**src/status_led_pkg.sv**
```systemverilog
// Constants, field layouts and types shared by the status indicator block.
// Assumes a 200 MHz system clock and a 32-bit AHB-Lite register bus.
package status_led_pkg;

    // ==========================================================
    // Timing
    localparam int CLK_KHZ = 200_000;
    localparam int BLINK_HALF_MS = 500;
    localparam int BLINK_HALF_CYC = BLINK_HALF_MS * CLK_KHZ;
    localparam int LAMP_STEP_MS = 500;
    localparam int LAMP_STEP_CYC = LAMP_STEP_MS * CLK_KHZ;

    // ==========================================================
    // Register byte offsets
    localparam logic [7:0] OFS_COND = 8'h00;
    localparam logic [7:0] OFS_STATE = 8'h04;
    localparam logic [7:0] OFS_IRQ_STAT = 8'h08;
    localparam logic [7:0] OFS_IRQ_CLR = 8'h0c;
    localparam logic [7:0] OFS_IRQ_EN = 8'h10;
    localparam logic [7:0] OFS_DHCP = 8'h14;
    localparam logic [7:0] OFS_BOOTP = 8'h20;
    localparam logic [7:0] OFS_ACT = 8'h2c;

    // ==========================================================
    // Condition register fields
    localparam int COND_W = 9;
    localparam int BIT_CFG_VALID = 0;
    localparam int BIT_DUP_IP = 1;
    localparam int BIT_CONN_OPEN = 2;
    localparam int BIT_CONN_FAULT = 3;
    localparam int BIT_ERR_RECOV = 4;
    localparam int BIT_ERR_UNREC = 5;
    localparam int BIT_LBUS_FAULT = 6;
    localparam int BIT_DHCP_OK = 7;
    localparam int BIT_BOOTP_OK = 8;
    localparam logic [COND_W-1:0] COND_RST = 9'h000;

    // ==========================================================
    // Interrupt fields
    localparam int IRQ_W = 3;
    localparam int IRQ_INIT_DONE = 0;
    localparam int IRQ_MEM_FAIL = 1;
    localparam int IRQ_GREEN_LOST = 2;

    // ==========================================================
    // Fallback network words and self-test pattern
    localparam logic [31:0] DEF_IP = 32'hc0a8_0145;
    localparam logic [31:0] DEF_MASK = 32'hffff_ff00;
    localparam logic [31:0] DEF_GW = 32'h0000_0000;
    localparam logic [31:0] MEM_PATTERN = 32'ha5c3_5a3c;

    // ==========================================================
    // Types
    typedef enum logic [1:0] {
        MODE_GREEN = 2'h0,
        MODE_FLASH_GREEN = 2'h1,
        MODE_FLASH_RED = 2'h2,
        MODE_RED = 2'h3
    } mode_t;

    typedef enum logic [4:0] {
        ST_LAMP_RED = 5'h01,
        ST_LAMP_GREEN = 5'h02,
        ST_MEM_WR = 5'h04,
        ST_MEM_RD = 5'h08,
        ST_RUN = 5'h10
    } state_t;

endpackage : status_led_pkg

```
**src/selftest_mem.sv**
```systemverilog
// Small single-port memory exercised by the start-up self-test.
// Assumes one clock; read data appear one cycle after the address.
module selftest_mem #(
    parameter int DEPTH = 16,
    parameter int WIDTH = 32
) (
    input wire logic hclk,
    input wire logic we,
    input wire logic [$clog2(DEPTH)-1:0] addr,
    input wire logic [WIDTH-1:0] wdata,
    output logic [WIDTH-1:0] rdata
);

    logic [WIDTH-1:0] mem [DEPTH];

    // ==========================================================
    // Storage with registered read port
    always_ff @(posedge hclk) begin
        if (we) begin
            mem[addr] <= wdata;
        end
        rdata <= mem[addr]; // Old data on a write cycle
    end

endmodule : selftest_mem

```
**src/status_led.sv**
```systemverilog
// Status indicator logic: three two-colour lamps, start-up test, address choice.
// Assumes an AHB-Lite master on hclk and firmware that writes the condition flags.
//
// The AHB-Lite slave port and the address map were decided locally.
module status_led #(
    parameter int BLINK_HALF = status_led_pkg::BLINK_HALF_CYC,
    parameter int LAMP_STEP = status_led_pkg::LAMP_STEP_CYC,
    parameter int MEM_DEPTH = 16
) (
    input wire logic hclk,
    input wire logic hresetn,
    input wire logic hsel,
    input wire logic [31:0] haddr,
    input wire logic [1:0] htrans,
    input wire logic hwrite,
    input wire logic [2:0] hsize,
    input wire logic [31:0] hwdata,
    input wire logic hready,
    output logic hreadyout,
    output logic hresp,
    output logic [31:0] hrdata,
    output logic irq,
    output logic ms_red,
    output logic ms_green,
    output logic ns_red,
    output logic ns_green,
    output logic lb_red,
    output logic lb_green
);

    localparam int AW = $clog2(MEM_DEPTH);

    if (BLINK_HALF < 1 || LAMP_STEP < 1 || MEM_DEPTH < 2) begin : g_bad_param
        $error("status_led: parameter out of range");
    end

    typedef struct packed {
        status_led_pkg::state_t st;
        logic [31:0] cnt;
        logic [31:0] blink_cnt;
        logic blink;
        logic [status_led_pkg::COND_W-1:0] cond;
        logic [2:0][31:0] dhcp;
        logic [2:0][31:0] bootp;
        logic [status_led_pkg::IRQ_W-1:0] irq_stat;
        logic [status_led_pkg::IRQ_W-1:0] irq_en;
        logic irq;
        logic mem_fail;
        logic chk_vld;
        logic [AW-1:0] chk_addr;
        logic prev_good;
        logic wr_pend;
        logic [5:0] wr_idx;
        logic rdy;
        logic [31:0] hrdata;
        logic [5:0] lamps;
    } regs_t;

    regs_t r;
    regs_t n;
    logic mem_we;
    logic [AW-1:0] mem_addr;
    logic [31:0] mem_wdata;
    logic [31:0] mem_rdata;
    logic all_good;

    // ==========================================================
    // Helpers
    function automatic status_led_pkg::mode_t severity(input logic red, input logic fr, input logic fg);
        if (red) begin
            return status_led_pkg::MODE_RED;
        end else if (fr) begin
            return status_led_pkg::MODE_FLASH_RED;
        end else if (fg) begin
            return status_led_pkg::MODE_FLASH_GREEN;
        end
        return status_led_pkg::MODE_GREEN;
    endfunction : severity

    // Returns {red, green}
    function automatic logic [1:0] drive(input status_led_pkg::mode_t m, input logic bl);
        case (m)
            status_led_pkg::MODE_RED: return 2'h2;
            status_led_pkg::MODE_FLASH_RED: return {bl, 1'b0};
            status_led_pkg::MODE_FLASH_GREEN: return {1'b0, bl};
            default: return 2'h1;
        endcase
    endfunction : drive

    function automatic logic [31:0] expect_word(input logic [AW-1:0] a);
        return status_led_pkg::MEM_PATTERN ^ 32'(a);
    endfunction : expect_word

    function automatic logic [31:0] pick(input logic [status_led_pkg::COND_W-1:0] c,
                                         input logic [31:0] d, input logic [31:0] b,
                                         input logic [31:0] f);
        if (c[status_led_pkg::BIT_DHCP_OK]) begin
            return d;
        end else if (c[status_led_pkg::BIT_BOOTP_OK]) begin
            return b;
        end
        return f;
    endfunction : pick

    // ==========================================================
    // Self-test memory
    assign mem_we = (r.st == status_led_pkg::ST_MEM_WR);
    assign mem_addr = r.cnt[AW-1:0];
    assign mem_wdata = expect_word(r.cnt[AW-1:0]);

    selftest_mem #(.DEPTH(MEM_DEPTH), .WIDTH(32)) u_mem (
        .hclk(hclk),
        .we(mem_we),
        .addr(mem_addr),
        .wdata(mem_wdata),
        .rdata(mem_rdata)
    );

    // All-green condition from the firmware flags
    assign all_good = r.cond[status_led_pkg::BIT_CFG_VALID] & r.cond[status_led_pkg::BIT_CONN_OPEN]
        & ~(r.cond[status_led_pkg::BIT_DUP_IP] | r.cond[status_led_pkg::BIT_CONN_FAULT]
        | r.cond[status_led_pkg::BIT_ERR_RECOV] | r.cond[status_led_pkg::BIT_ERR_UNREC]
        | r.cond[status_led_pkg::BIT_LBUS_FAULT]);

    // ==========================================================
    // Next-state logic
    always_comb begin
        logic [31:0] rd;
        logic [status_led_pkg::IRQ_W-1:0] ev;
        logic [status_led_pkg::IRQ_W-1:0] clr;
        logic last;
        rd = 32'h0000_0000;
        ev = '0;
        clr = '0;
        last = 1'b0;
        n = r;

        // Blink prescaler, equal high and low halves
        if (r.blink_cnt == 32'(BLINK_HALF - 1)) begin
            n.blink_cnt = 32'h0000_0000;
            n.blink = ~r.blink;
        end else begin
            n.blink_cnt = r.blink_cnt + 32'h0000_0001;
        end

        // Start-up sequence and display
        case (r.st)
            status_led_pkg::ST_LAMP_RED: begin
                n.lamps = 6'h2a;
                last = (r.cnt == 32'(LAMP_STEP - 1));
                n.cnt = last ? 32'h0000_0000 : r.cnt + 32'h0000_0001;
                n.st = last ? status_led_pkg::ST_LAMP_GREEN : r.st;
            end
            status_led_pkg::ST_LAMP_GREEN: begin
                n.lamps = 6'h15;
                last = (r.cnt == 32'(LAMP_STEP - 1));
                n.cnt = last ? 32'h0000_0000 : r.cnt + 32'h0000_0001;
                n.st = last ? status_led_pkg::ST_MEM_WR : r.st;
            end
            status_led_pkg::ST_MEM_WR: begin
                n.lamps = 6'h00;
                last = (r.cnt == 32'(MEM_DEPTH - 1));
                n.cnt = last ? 32'h0000_0000 : r.cnt + 32'h0000_0001;
                n.st = last ? status_led_pkg::ST_MEM_RD : r.st;
            end
            status_led_pkg::ST_MEM_RD: begin
                // Read data lag the address by one cycle, so the check trails too
                n.chk_vld = 1'b1;
                n.chk_addr = r.cnt[AW-1:0];
                if (r.cnt != 32'(MEM_DEPTH - 1)) begin
                    n.cnt = r.cnt + 32'h0000_0001;
                end
                if (r.chk_vld && mem_rdata != expect_word(r.chk_addr)) begin
                    n.mem_fail = 1'b1;
                    ev[status_led_pkg::IRQ_MEM_FAIL] = 1'b1;
                end
                if (r.chk_vld && r.chk_addr == AW'(MEM_DEPTH - 1)) begin
                    n.st = status_led_pkg::ST_RUN;
                    n.chk_vld = 1'b0;
                    ev[status_led_pkg::IRQ_INIT_DONE] = 1'b1;
                end
            end
            status_led_pkg::ST_RUN: begin
                // Each lamp looks only at its own causes
                n.lamps[5:4] = drive(severity(r.cond[status_led_pkg::BIT_ERR_UNREC],
                    r.cond[status_led_pkg::BIT_ERR_RECOV],
                    ~r.cond[status_led_pkg::BIT_CFG_VALID]), r.blink);
                n.lamps[3:2] = drive(severity(r.cond[status_led_pkg::BIT_DUP_IP],
                    r.cond[status_led_pkg::BIT_CONN_FAULT],
                    ~r.cond[status_led_pkg::BIT_CONN_OPEN]), r.blink);
                n.lamps[1:0] = drive(severity(r.cond[status_led_pkg::BIT_LBUS_FAULT],
                    1'b0, 1'b0), r.blink);
                n.prev_good = all_good;
                if (r.prev_good && !all_good) begin
                    ev[status_led_pkg::IRQ_GREEN_LOST] = 1'b1;
                end
            end
            default: begin
                n.st = status_led_pkg::ST_LAMP_RED;
                n.cnt = 32'h0000_0000;
            end
        endcase

        // Bus write, data phase of the previous address phase
        if (r.wr_pend) begin
            if (r.wr_idx == status_led_pkg::OFS_COND[7:2]) begin
                n.cond = hwdata[status_led_pkg::COND_W-1:0];
            end else if (r.wr_idx == status_led_pkg::OFS_IRQ_CLR[7:2]) begin
                clr = hwdata[status_led_pkg::IRQ_W-1:0];
            end else if (r.wr_idx == status_led_pkg::OFS_IRQ_EN[7:2]) begin
                n.irq_en = hwdata[status_led_pkg::IRQ_W-1:0];
            end else if (r.wr_idx >= status_led_pkg::OFS_DHCP[7:2]
                    && r.wr_idx < status_led_pkg::OFS_BOOTP[7:2]) begin
                n.dhcp[2'(r.wr_idx - status_led_pkg::OFS_DHCP[7:2])] = hwdata;
            end else if (r.wr_idx >= status_led_pkg::OFS_BOOTP[7:2]
                    && r.wr_idx < status_led_pkg::OFS_ACT[7:2]) begin
                n.bootp[2'(r.wr_idx - status_led_pkg::OFS_BOOTP[7:2])] = hwdata;
            end
        end

        // Sticky events; a new event beats a clear in the same cycle
        n.irq_stat = (r.irq_stat & ~clr) | ev;
        n.irq = |(n.irq_stat & n.irq_en);

        // Address phase: zero wait, read word sampled from the updated copy, state word from the current one
        n.rdy = 1'b1;
        n.wr_pend = 1'b0;
        if (hsel && htrans[1] && hready) begin
            n.wr_pend = hwrite && (haddr[31:8] == 24'h00_0000);
            n.wr_idx = haddr[7:2];
            if (!hwrite && haddr[31:8] == 24'h00_0000) begin
                if (haddr[7:2] == status_led_pkg::OFS_COND[7:2]) begin
                    rd = 32'(n.cond);
                end else if (haddr[7:2] == status_led_pkg::OFS_STATE[7:2]) begin
                    rd = {20'h0_0000, r.lamps, r.mem_fail, r.st};
                end else if (haddr[7:2] == status_led_pkg::OFS_IRQ_STAT[7:2]) begin
                    rd = 32'(n.irq_stat);
                end else if (haddr[7:2] == status_led_pkg::OFS_IRQ_EN[7:2]) begin
                    rd = 32'(n.irq_en);
                end else if (haddr[7:2] >= status_led_pkg::OFS_DHCP[7:2]
                        && haddr[7:2] < status_led_pkg::OFS_BOOTP[7:2]) begin
                    rd = n.dhcp[2'(haddr[7:2] - status_led_pkg::OFS_DHCP[7:2])];
                end else if (haddr[7:2] >= status_led_pkg::OFS_BOOTP[7:2]
                        && haddr[7:2] < status_led_pkg::OFS_ACT[7:2]) begin
                    rd = n.bootp[2'(haddr[7:2] - status_led_pkg::OFS_BOOTP[7:2])];
                end else if (haddr[7:2] == status_led_pkg::OFS_ACT[7:2]) begin
                    rd = pick(n.cond, n.dhcp[0], n.bootp[0], status_led_pkg::DEF_IP);
                end else if (haddr[7:2] == status_led_pkg::OFS_ACT[7:2] + 6'h01) begin
                    rd = pick(n.cond, n.dhcp[1], n.bootp[1], status_led_pkg::DEF_MASK);
                end else if (haddr[7:2] == status_led_pkg::OFS_ACT[7:2] + 6'h02) begin
                    rd = pick(n.cond, n.dhcp[2], n.bootp[2], status_led_pkg::DEF_GW);
                end
            end
            n.hrdata = rd;
        end
    end

    // ==========================================================
    // State register
    always_ff @(posedge hclk or negedge hresetn) begin
        if (!hresetn) begin
            r <= '0;
            r.st <= status_led_pkg::ST_LAMP_RED;
            r.cond <= status_led_pkg::COND_RST;
            r.rdy <= 1'b1;
        end else begin
            r <= n;
        end
    end

    assign hreadyout = r.rdy;
    assign hresp = 1'b0;
    assign hrdata = r.hrdata;
    assign irq = r.irq;
    assign {ms_red, ms_green, ns_red, ns_green, lb_red, lb_green} = r.lamps;

    logic run;
    assign run = (r.st == status_led_pkg::ST_RUN);
endmodule : status_led

```
**config.mk**
```make
export PLATFORM = sky130hd
export DESIGN_NAME = status_led
export DESIGN_NICKNAME = d
export VERILOG_FILES = /design/src/status_led_pkg.sv /design/src/selftest_mem.sv /design/src/status_led.sv
export SDC_FILE = /design/constraint.sdc
export NUM_CORES = 1
export LEC_CHECK = 0
export BUFFER_PORTS_ARGS = -buffer_cell sky130_fd_sc_hd__buf_2
export CAP_MARGIN = 25
export CORE_MARGIN = 3
export CORE_UTILIZATION = 35
export CTS_BUF_LIST = sky130_fd_sc_hd__clkbuf_4
export DETAILED_ROUTE_END_ITERATION = 16
export PLACE_DENSITY_LB_ADDON = 0.1
export SYNTH_ARGS = -nofsm -noshare
export SYNTH_HDL_FRONTEND = slang
export SYNTH_SLANG_ARGS = --single-unit
```
**constraint.sdc**
```tcl
create_clock -name hclk -period 3 [get_ports hclk]
set_clock_uncertainty 0.2 [all_clocks]
set_input_delay 0.6 -clock hclk [delete_from_list [all_inputs] [get_ports hclk]]
set_output_delay 0.6 -clock hclk [all_outputs]
set_load 0.05 [all_outputs]
```
* Yosys cells after proc, flatten, opt, wreduce, memory -nomap -nowiden
Memory sizes are Yosys's and may differ from the RTL's. A register that Yosys moved wholly into a read port is not among the register bits.
Cells that the tools add are included.
** Word-level totals
- Input port bits :: 74
- Memories :: 1
- Register bits after elaboration :: 362
- Bits in writable memories :: 288
** Memory list
- u_mem.mem :: depth 16, bits a word 18, rd ports 1, clocked after Yosys merged registers in 1, write ports 1, RTL line selftest_mem.sv:14 : logic [WIDTH-1:0] mem [DEPTH];
** Operators by class
- Eq/ne operators :: 33
- Multiplexer cells :: 121
- Add/subtract/negate cells :: 6
- Reductions and logical operators :: 23
- Bitwise gates (word level) :: 15
- Magnitude comparators :: 14
** Operator list (count)
- two-way mux 32 bit :: 27
- two-way mux 192 bit :: 3
- two-way mux 96 bit :: 3
- two-way mux 201 bit :: 1
- bitwise mux 96 bit :: 2
- one-hot mux 37 bit (5 select lines) :: 1
- binary-select mux 32 bit (select 2 bit) :: 2
- demux 32 bit (select 2 bit) :: 2
- adder 32 x 1 -> 32 bit (second input constant) :: 2
- equality test 32 x 27 -> 1 bit (second input constant) :: 2
- two-way mux 1 bit :: 49
- equality test 32 x 4 -> 1 bit (second input constant) :: 1
- != test 32 bit :: 1
- != test 32 x 4 -> 1 bit (second input constant) :: 1
- NOT 2 -> 16 bit :: 2
- two-way mux 2 bit :: 14
- zero test 24 bit :: 1
- < comparator 6 x 4 -> 1 bit (second input constant) :: 4
- one-hot mux 6 bit (4 select lines) :: 1
- two-way mux 3 bit :: 7
- two-way mux 5 bit :: 4
- equality test 6 x 4 -> 1 bit (second input constant) :: 3
- one-hot mux 2 bit (3 select lines) :: 3
- logical AND 1 bit :: 13
- other kinds (32) :: 63

* Depth between registers and ports, before layout
- Depth in word-level cells :: 36
- Depth in mapped cells :: 12

* By module
Synthesis repeated with hierarchy kept, for this count alone.
** Second synthesis, totals
- Cells, all modules :: 2827
- Area total of the unflattened synthesis :: 37857.6 sq um
** Modules (own cells, without submodules)
- selftest_mem :: cells an instance 840, seq. area each 16015.4 sq um, instances 1, area each 19862.8 sq um
- status_led :: cells an instance 1987, seq. area each 8259.2 sq um, instances 1, area each 17994.8 sq um

* Worst setup path before layout
No wires, ideal clock.
- Path kind :: input -> register
- From :: input port haddr[3]
- To :: register r, in the netlist hrdata[16]
- Buffers on the path :: 4
- Setup time :: 0.131 ns
- Slack :: -0.246 ns
- Data arrival time :: 2.915 ns
- Stages :: 9
- Cell sequence :: clkinv_1 clkbuf_1 ha_1 clkbuf_1 buf_1 clkbuf_1 mux2i_1 a2111oi_0 o21ai_1
** Between the ends
- Word-level cells in the longest chain between the ends :: 11
- Elaborated cells between the ends (all ways) :: 29
** RTL lines
- start, declared :: RTL line status_led.sv:13 : input wire logic [31:0] haddr,
- branches (longest 9 deep; another with subtractor 2 x 1 -> 2 bit)
- two-way mux 32 bit (*) :: RTL line status_led.sv:232 : if (haddr[7:2] == status_led_pkg::OFS_COND[7:2]) begin
- two-way mux 32 bit (*) :: RTL line status_led.sv:231 : if (!hwrite && haddr[31:8] == 24'h00_0000) begin
- end signal, assigned :: RTL line status_led.sv:267 : r <= n;
- end, declared :: RTL line status_led.sv:59 : regs_t r;
Every way passes the cells marked *. The select of a mux whose other input is x is not followed.
A chain may end at the register's enable or synchronous reset.

* Worst setup path in the final report
- From :: register r[44] (netlist bit)
- To :: register r, in the netlist hrdata[4]
** Between the ends
- Word-level cells in the longest chain between the ends :: 27
- Elaborated cells between the ends (all ways) :: 72
** RTL lines
- zero test 6 bit :: RTL line status_led.sv:206 : if (r.wr_idx == status_led_pkg::OFS_COND[7:2]) begin
- two-way mux 9 bit :: RTL line status_led.sv:206
- two-way mux 201 bit (*) :: RTL line status_led.sv:205 : if (r.wr_pend) begin
- two-way mux 1 bit :: RTL line status_led.sv:99 : end else if (c[status_led_pkg::BIT_BOOTP_OK]) begin
- two-way mux 1 bit :: RTL line status_led.sv:97 : if (c[status_led_pkg::BIT_DHCP_OK]) begin
- two-way mux 1 bit :: RTL line status_led.sv:250 : end else if (haddr[7:2] == status_led_pkg::OFS_ACT[7:2] + 6'h02) begin
- two-way mux 1 bit :: RTL line status_led.sv:248 : end else if (haddr[7:2] == status_led_pkg::OFS_ACT[7:2] + 6'h01) begin
- two-way mux 1 bit :: RTL line status_led.sv:246 : end else if (haddr[7:2] == status_led_pkg::OFS_ACT[7:2]) begin
- (+11 left out)
- two-way mux 32 bit :: RTL line status_led.sv:246
- two-way mux 32 bit :: RTL line status_led.sv:243 : end else if (haddr[7:2] >= status_led_pkg::OFS_BOOTP[7:2]
- two-way mux 32 bit :: RTL line status_led.sv:240 : end else if (haddr[7:2] >= status_led_pkg::OFS_DHCP[7:2]
- two-way mux 32 bit :: RTL line status_led.sv:238 : end else if (haddr[7:2] == status_led_pkg::OFS_IRQ_EN[7:2]) begin
- two-way mux 32 bit :: RTL line status_led.sv:236 : end else if (haddr[7:2] == status_led_pkg::OFS_IRQ_STAT[7:2]) begin
- two-way mux 32 bit :: RTL line status_led.sv:234 : end else if (haddr[7:2] == status_led_pkg::OFS_STATE[7:2]) begin
- two-way mux 32 bit (*) :: RTL line status_led.sv:232
- two-way mux 32 bit (*) :: RTL line status_led.sv:231
Mark *: on every way between the ends. The rest lies on a longest branch, timed or not. The select of a mux whose other input is x is not followed.

==> results.cfg <==
[setup_path]
arrival_ns = 3.50
worst_ep_required_time_ns = 3.52
crit_path_frequent_cell = mux2i_1
crit_path_max_incr_delay_ns = 0.58
cp_cell_sequence = or4b_4, nor2_4, mux2i_1, mux2i_1, a221o_1, o311ai_2, buf_4, nand2_1
critPathKind = reg -> reg
crit_path_top_delay_cell = or4b_4
crit_fanout = 4
end_kind = register
start_kind = register

[detailed_routing]
drt_wl_total_microns = 71800
ant_nets = 0
routedWlPerCell_microns = 22.1
drt_iter0_markers = 1269
first_pass_iters = 6
viasPerCell = 5.47
vias = 17770
route.detailed.drc = 0

[yosys]
ys_async_sr_fraction = 0.829
postSynthAreaPerCell_sq_um = 10.2
synthDistinctLibCells = 91
yosys_warnings = 0
yosys-mux-area-fraction = 0.132
synth_fp_nets = 2119
netlist_area_sq_um = 20800
synth-seq-area-share = 0.494
synthAdderAreaFrac = 0.00603
ys_seq_elements = 398
synth_xor_area_frac = 0.0249
synth_compound_area_frac = 0.143
synth-edff-count = 64
synth-simple-area-share = 0.143
synth_flop_cell = dfrtp_1
postSynthCellCount = 2035
synth_top_family_by_area = compound AO/OA/AOI/OAI gates

[power]
power_frac_clock = 0.440
power_frac_comb = 0.085
leakage_nw = 12.0
irDropWorstVdd_v = 0.000295
power_density_nw_per_um2 = 454
p_int_mw = 8.65
p_seq_frac = 0.474
p_switching_mw = 3.14
switching_share = 0.266
power_mw = 11.8

[job]
cap_violations = 0

[sta]
slew_viol_final = 0
worst-slew-pin-transition_ns = 0.693
finalSetupViolCount = 0
rsz0062_at_grt = true
fin_ws_ns = 0.0193
hold_slack_ns = 0.0777
final-hold-violation-count = 0
maxSlewHeadroom = 0.534
max_freq_ghz = 0.335
tns_ns = 0
min_period_ns = 2.98
period_share = 0.994

[global_routing]
antenna_found_initial = 4
grt_usage = 0.227
grt_pass1_vias = 18374
grt_overflow = 0
grt_pass1_wl_microns = 110000
grt_max_degree = 60

[floorplanning]
ios = 115
core_area_sq_um = 58100
initial_utilization = 0.357
fp-row-count = 88
die-area_sq_um = 62300
die_h_microns = 250
fp.dieW_microns = 250

[clock_tree]
path_clk_slew_ns = 0.06
clock_latency_ns = 0.88
clock_path_buffers = 3
cts_sinks = 398
cts_buffers = 115
cts_root_buffer = clkbuf_4
cts_tree = yes
cts_htree_levels = 3

[final_layout]
synthToLayoutAreaGrowth_pct = 25.2
layout_common_cells = 328 x dfrtp_1, 208 x buf_4, 180 x nand2_1
mostFrequentLayoutCell = dfrtp_1
final_cell_area_sq_um = 26000
nNetsFinal = 2473
layout.cells.non_filler = 3246
drive_gt1_frac = 0.293
final_core_util = 0.447

[place]
hpwlAfterDp_microns = 49400
dp.cells = 2983
pre_cts_ws_ns = -0.159
port_buffers = 106
gp_congestion = 0.900
dpl_cell_area_sq_um = 23600

[worst_hold_path]
hp-class = in -> async

[status]
status = finished, final reports clean
per-layer routing:
metal	track usage	share of wire	wire length, microns
met1	0.304	0.44	31800
met2	0.362	0.47	33400
met3	0.0422	0.055	3950
met4	0.0960	0.037	2630
met5	0	0.00020	14
timing repair:
action,4_1_cts,5_1_grt
gates cloned,0,1
endpoints found under the setup margin,24,28
setup buffers,4,11
hold buffers,38,0
pin swaps,3,28
gates resized for setup,8,88
endpoints found under the hold margin,529,0
power by group through the flow:
stage          registers (mW)  logic, mW  clock network [mW]
2_1_floorplan            5.68      0.400                   0
3_3_place_gp             5.69      0.903                   0
3_5_place_dp             5.69      0.908                   0
4_1_cts                  5.59      0.965                5.41
5_1_grt                  5.60       1.09                5.68
6_report                 5.60       1.01                5.19
state kept, by name (all words and copies together) (netlist names):
register and flops:
ns_green 1, lb_green 1, lb_red 1, u_mem.rdata 4
r 287, irq 1, ms_red 1, ns_red 1
hrdata 32, mem_addr 4, ms_green 1, u_mem.mem 64
critical path: cells and delay by family (launching register included):
kind	cells	cell delay, ns
flip-flops	1	0.43
AND/OR/NAND/NOR	3	0.88
AO/OA/AOI/OAI	2	0.69
multiplexers	2	0.42
buffers and inverters	1	0.19
final cells by class:
class	instances	area [sq um]
clock inverter	28	149
timing repair buffer	391	3130
sequential	398	10300
clock buffer	179	1340
inverter	116	438
fill	5664	32100
multi-input combinational	1367	9710
antenna	2	5.00
tap	765	957
final timing paths:
| kind | depth (start not counted) | end | start | slack, ns |
|---|---|---|---|---|
| setup / recovery | 8 | hrdata[4] | r[44] | 0.02 |
| hold / removal | 2 | r[193] | hresetn | 0.08 |
| setup reg to reg | 8 | hrdata[4] | r[44] | 0.02 |
| hold reg to reg | 1 | r[293] | r[293] | 0.28 |
| max in group asynchronous | 3 | r[123] | hresetn | 1.70 |
| min in group hclk | 3 | r[100] | hwdata[8] | 0.13 |
cells in the mapped netlist, types with 6 or more instances:
cell type / n / share of area
dfrtp_1: 329 / 0.40
nand2_1: 181 / 0.033
nor2_1: 167 / 0.030
mux2i_1: 119 / 0.057
inv_1: 113 / 0.020
mux2_2: 89 / 0.048
clkbuf_1: 87 / 0.016
o21ai_0: 84 / 0.020
a21oi_1: 74 / 0.018
edfxtp_1: 64 / 0.093
nor3_1: 51 / 0.012
nand3_1: 47 / 0.011
o21ai_1: 41 / 0.0099
o22ai_1: 36 / 0.011
buf_4: 34 / 0.012
nand4_1: 34 / 0.010
o221ai_1: 32 / 0.014
xnor2_1: 32 / 0.014
nor4_1: 27 / 0.0081
xor2_1: 27 / 0.011
a22oi_1: 22 / 0.0080
mux4_2: 20 / 0.022
buf_2: 18 / 0.0043
a31oi_1: 15 / 0.0045
and3_1: 15 / 0.0045
buf_1: 13 / 0.0024
and2_1: 12 / 0.0036
o2111ai_1: 12 / 0.0051
a2111oi_0: 10 / 0.0042
a211oi_1: 10 / 0.0036
a22o_1: 10 / 0.0042
ha_1: 10 / 0.0060
nand2b_1: 10 / 0.0030
nand3b_1: 10 / 0.0036
o31ai_1: 10 / 0.0036
or3_1: 10 / 0.0030
and4_1: 8 / 0.0034
mux2_1: 8 / 0.0043
o211ai_1: 8 / 0.0029
o31a_1: 8 / 0.0034
a21o_1: 7 / 0.0025
o2bb2ai_1: 7 / 0.0030
or2_1: 7 / 0.0021
a221oi_1: 6 / 0.0025
nor4b_1: 6 / 0.0025
cells by family (layout without fill, tap and decap cells):
family,Yosys count,after routing
XOR/XNOR,59,59
AND/OR/NAND/NOR,615,615
other,2,4
multiplexers,237,237
flip-flops,398,398
AO/OA/AOI/OAI,444,444
adder cells (fa/ha/maj),10,10
buffers and inverters,270,714
Note: power is estimated with default switching activity, not from simulation.
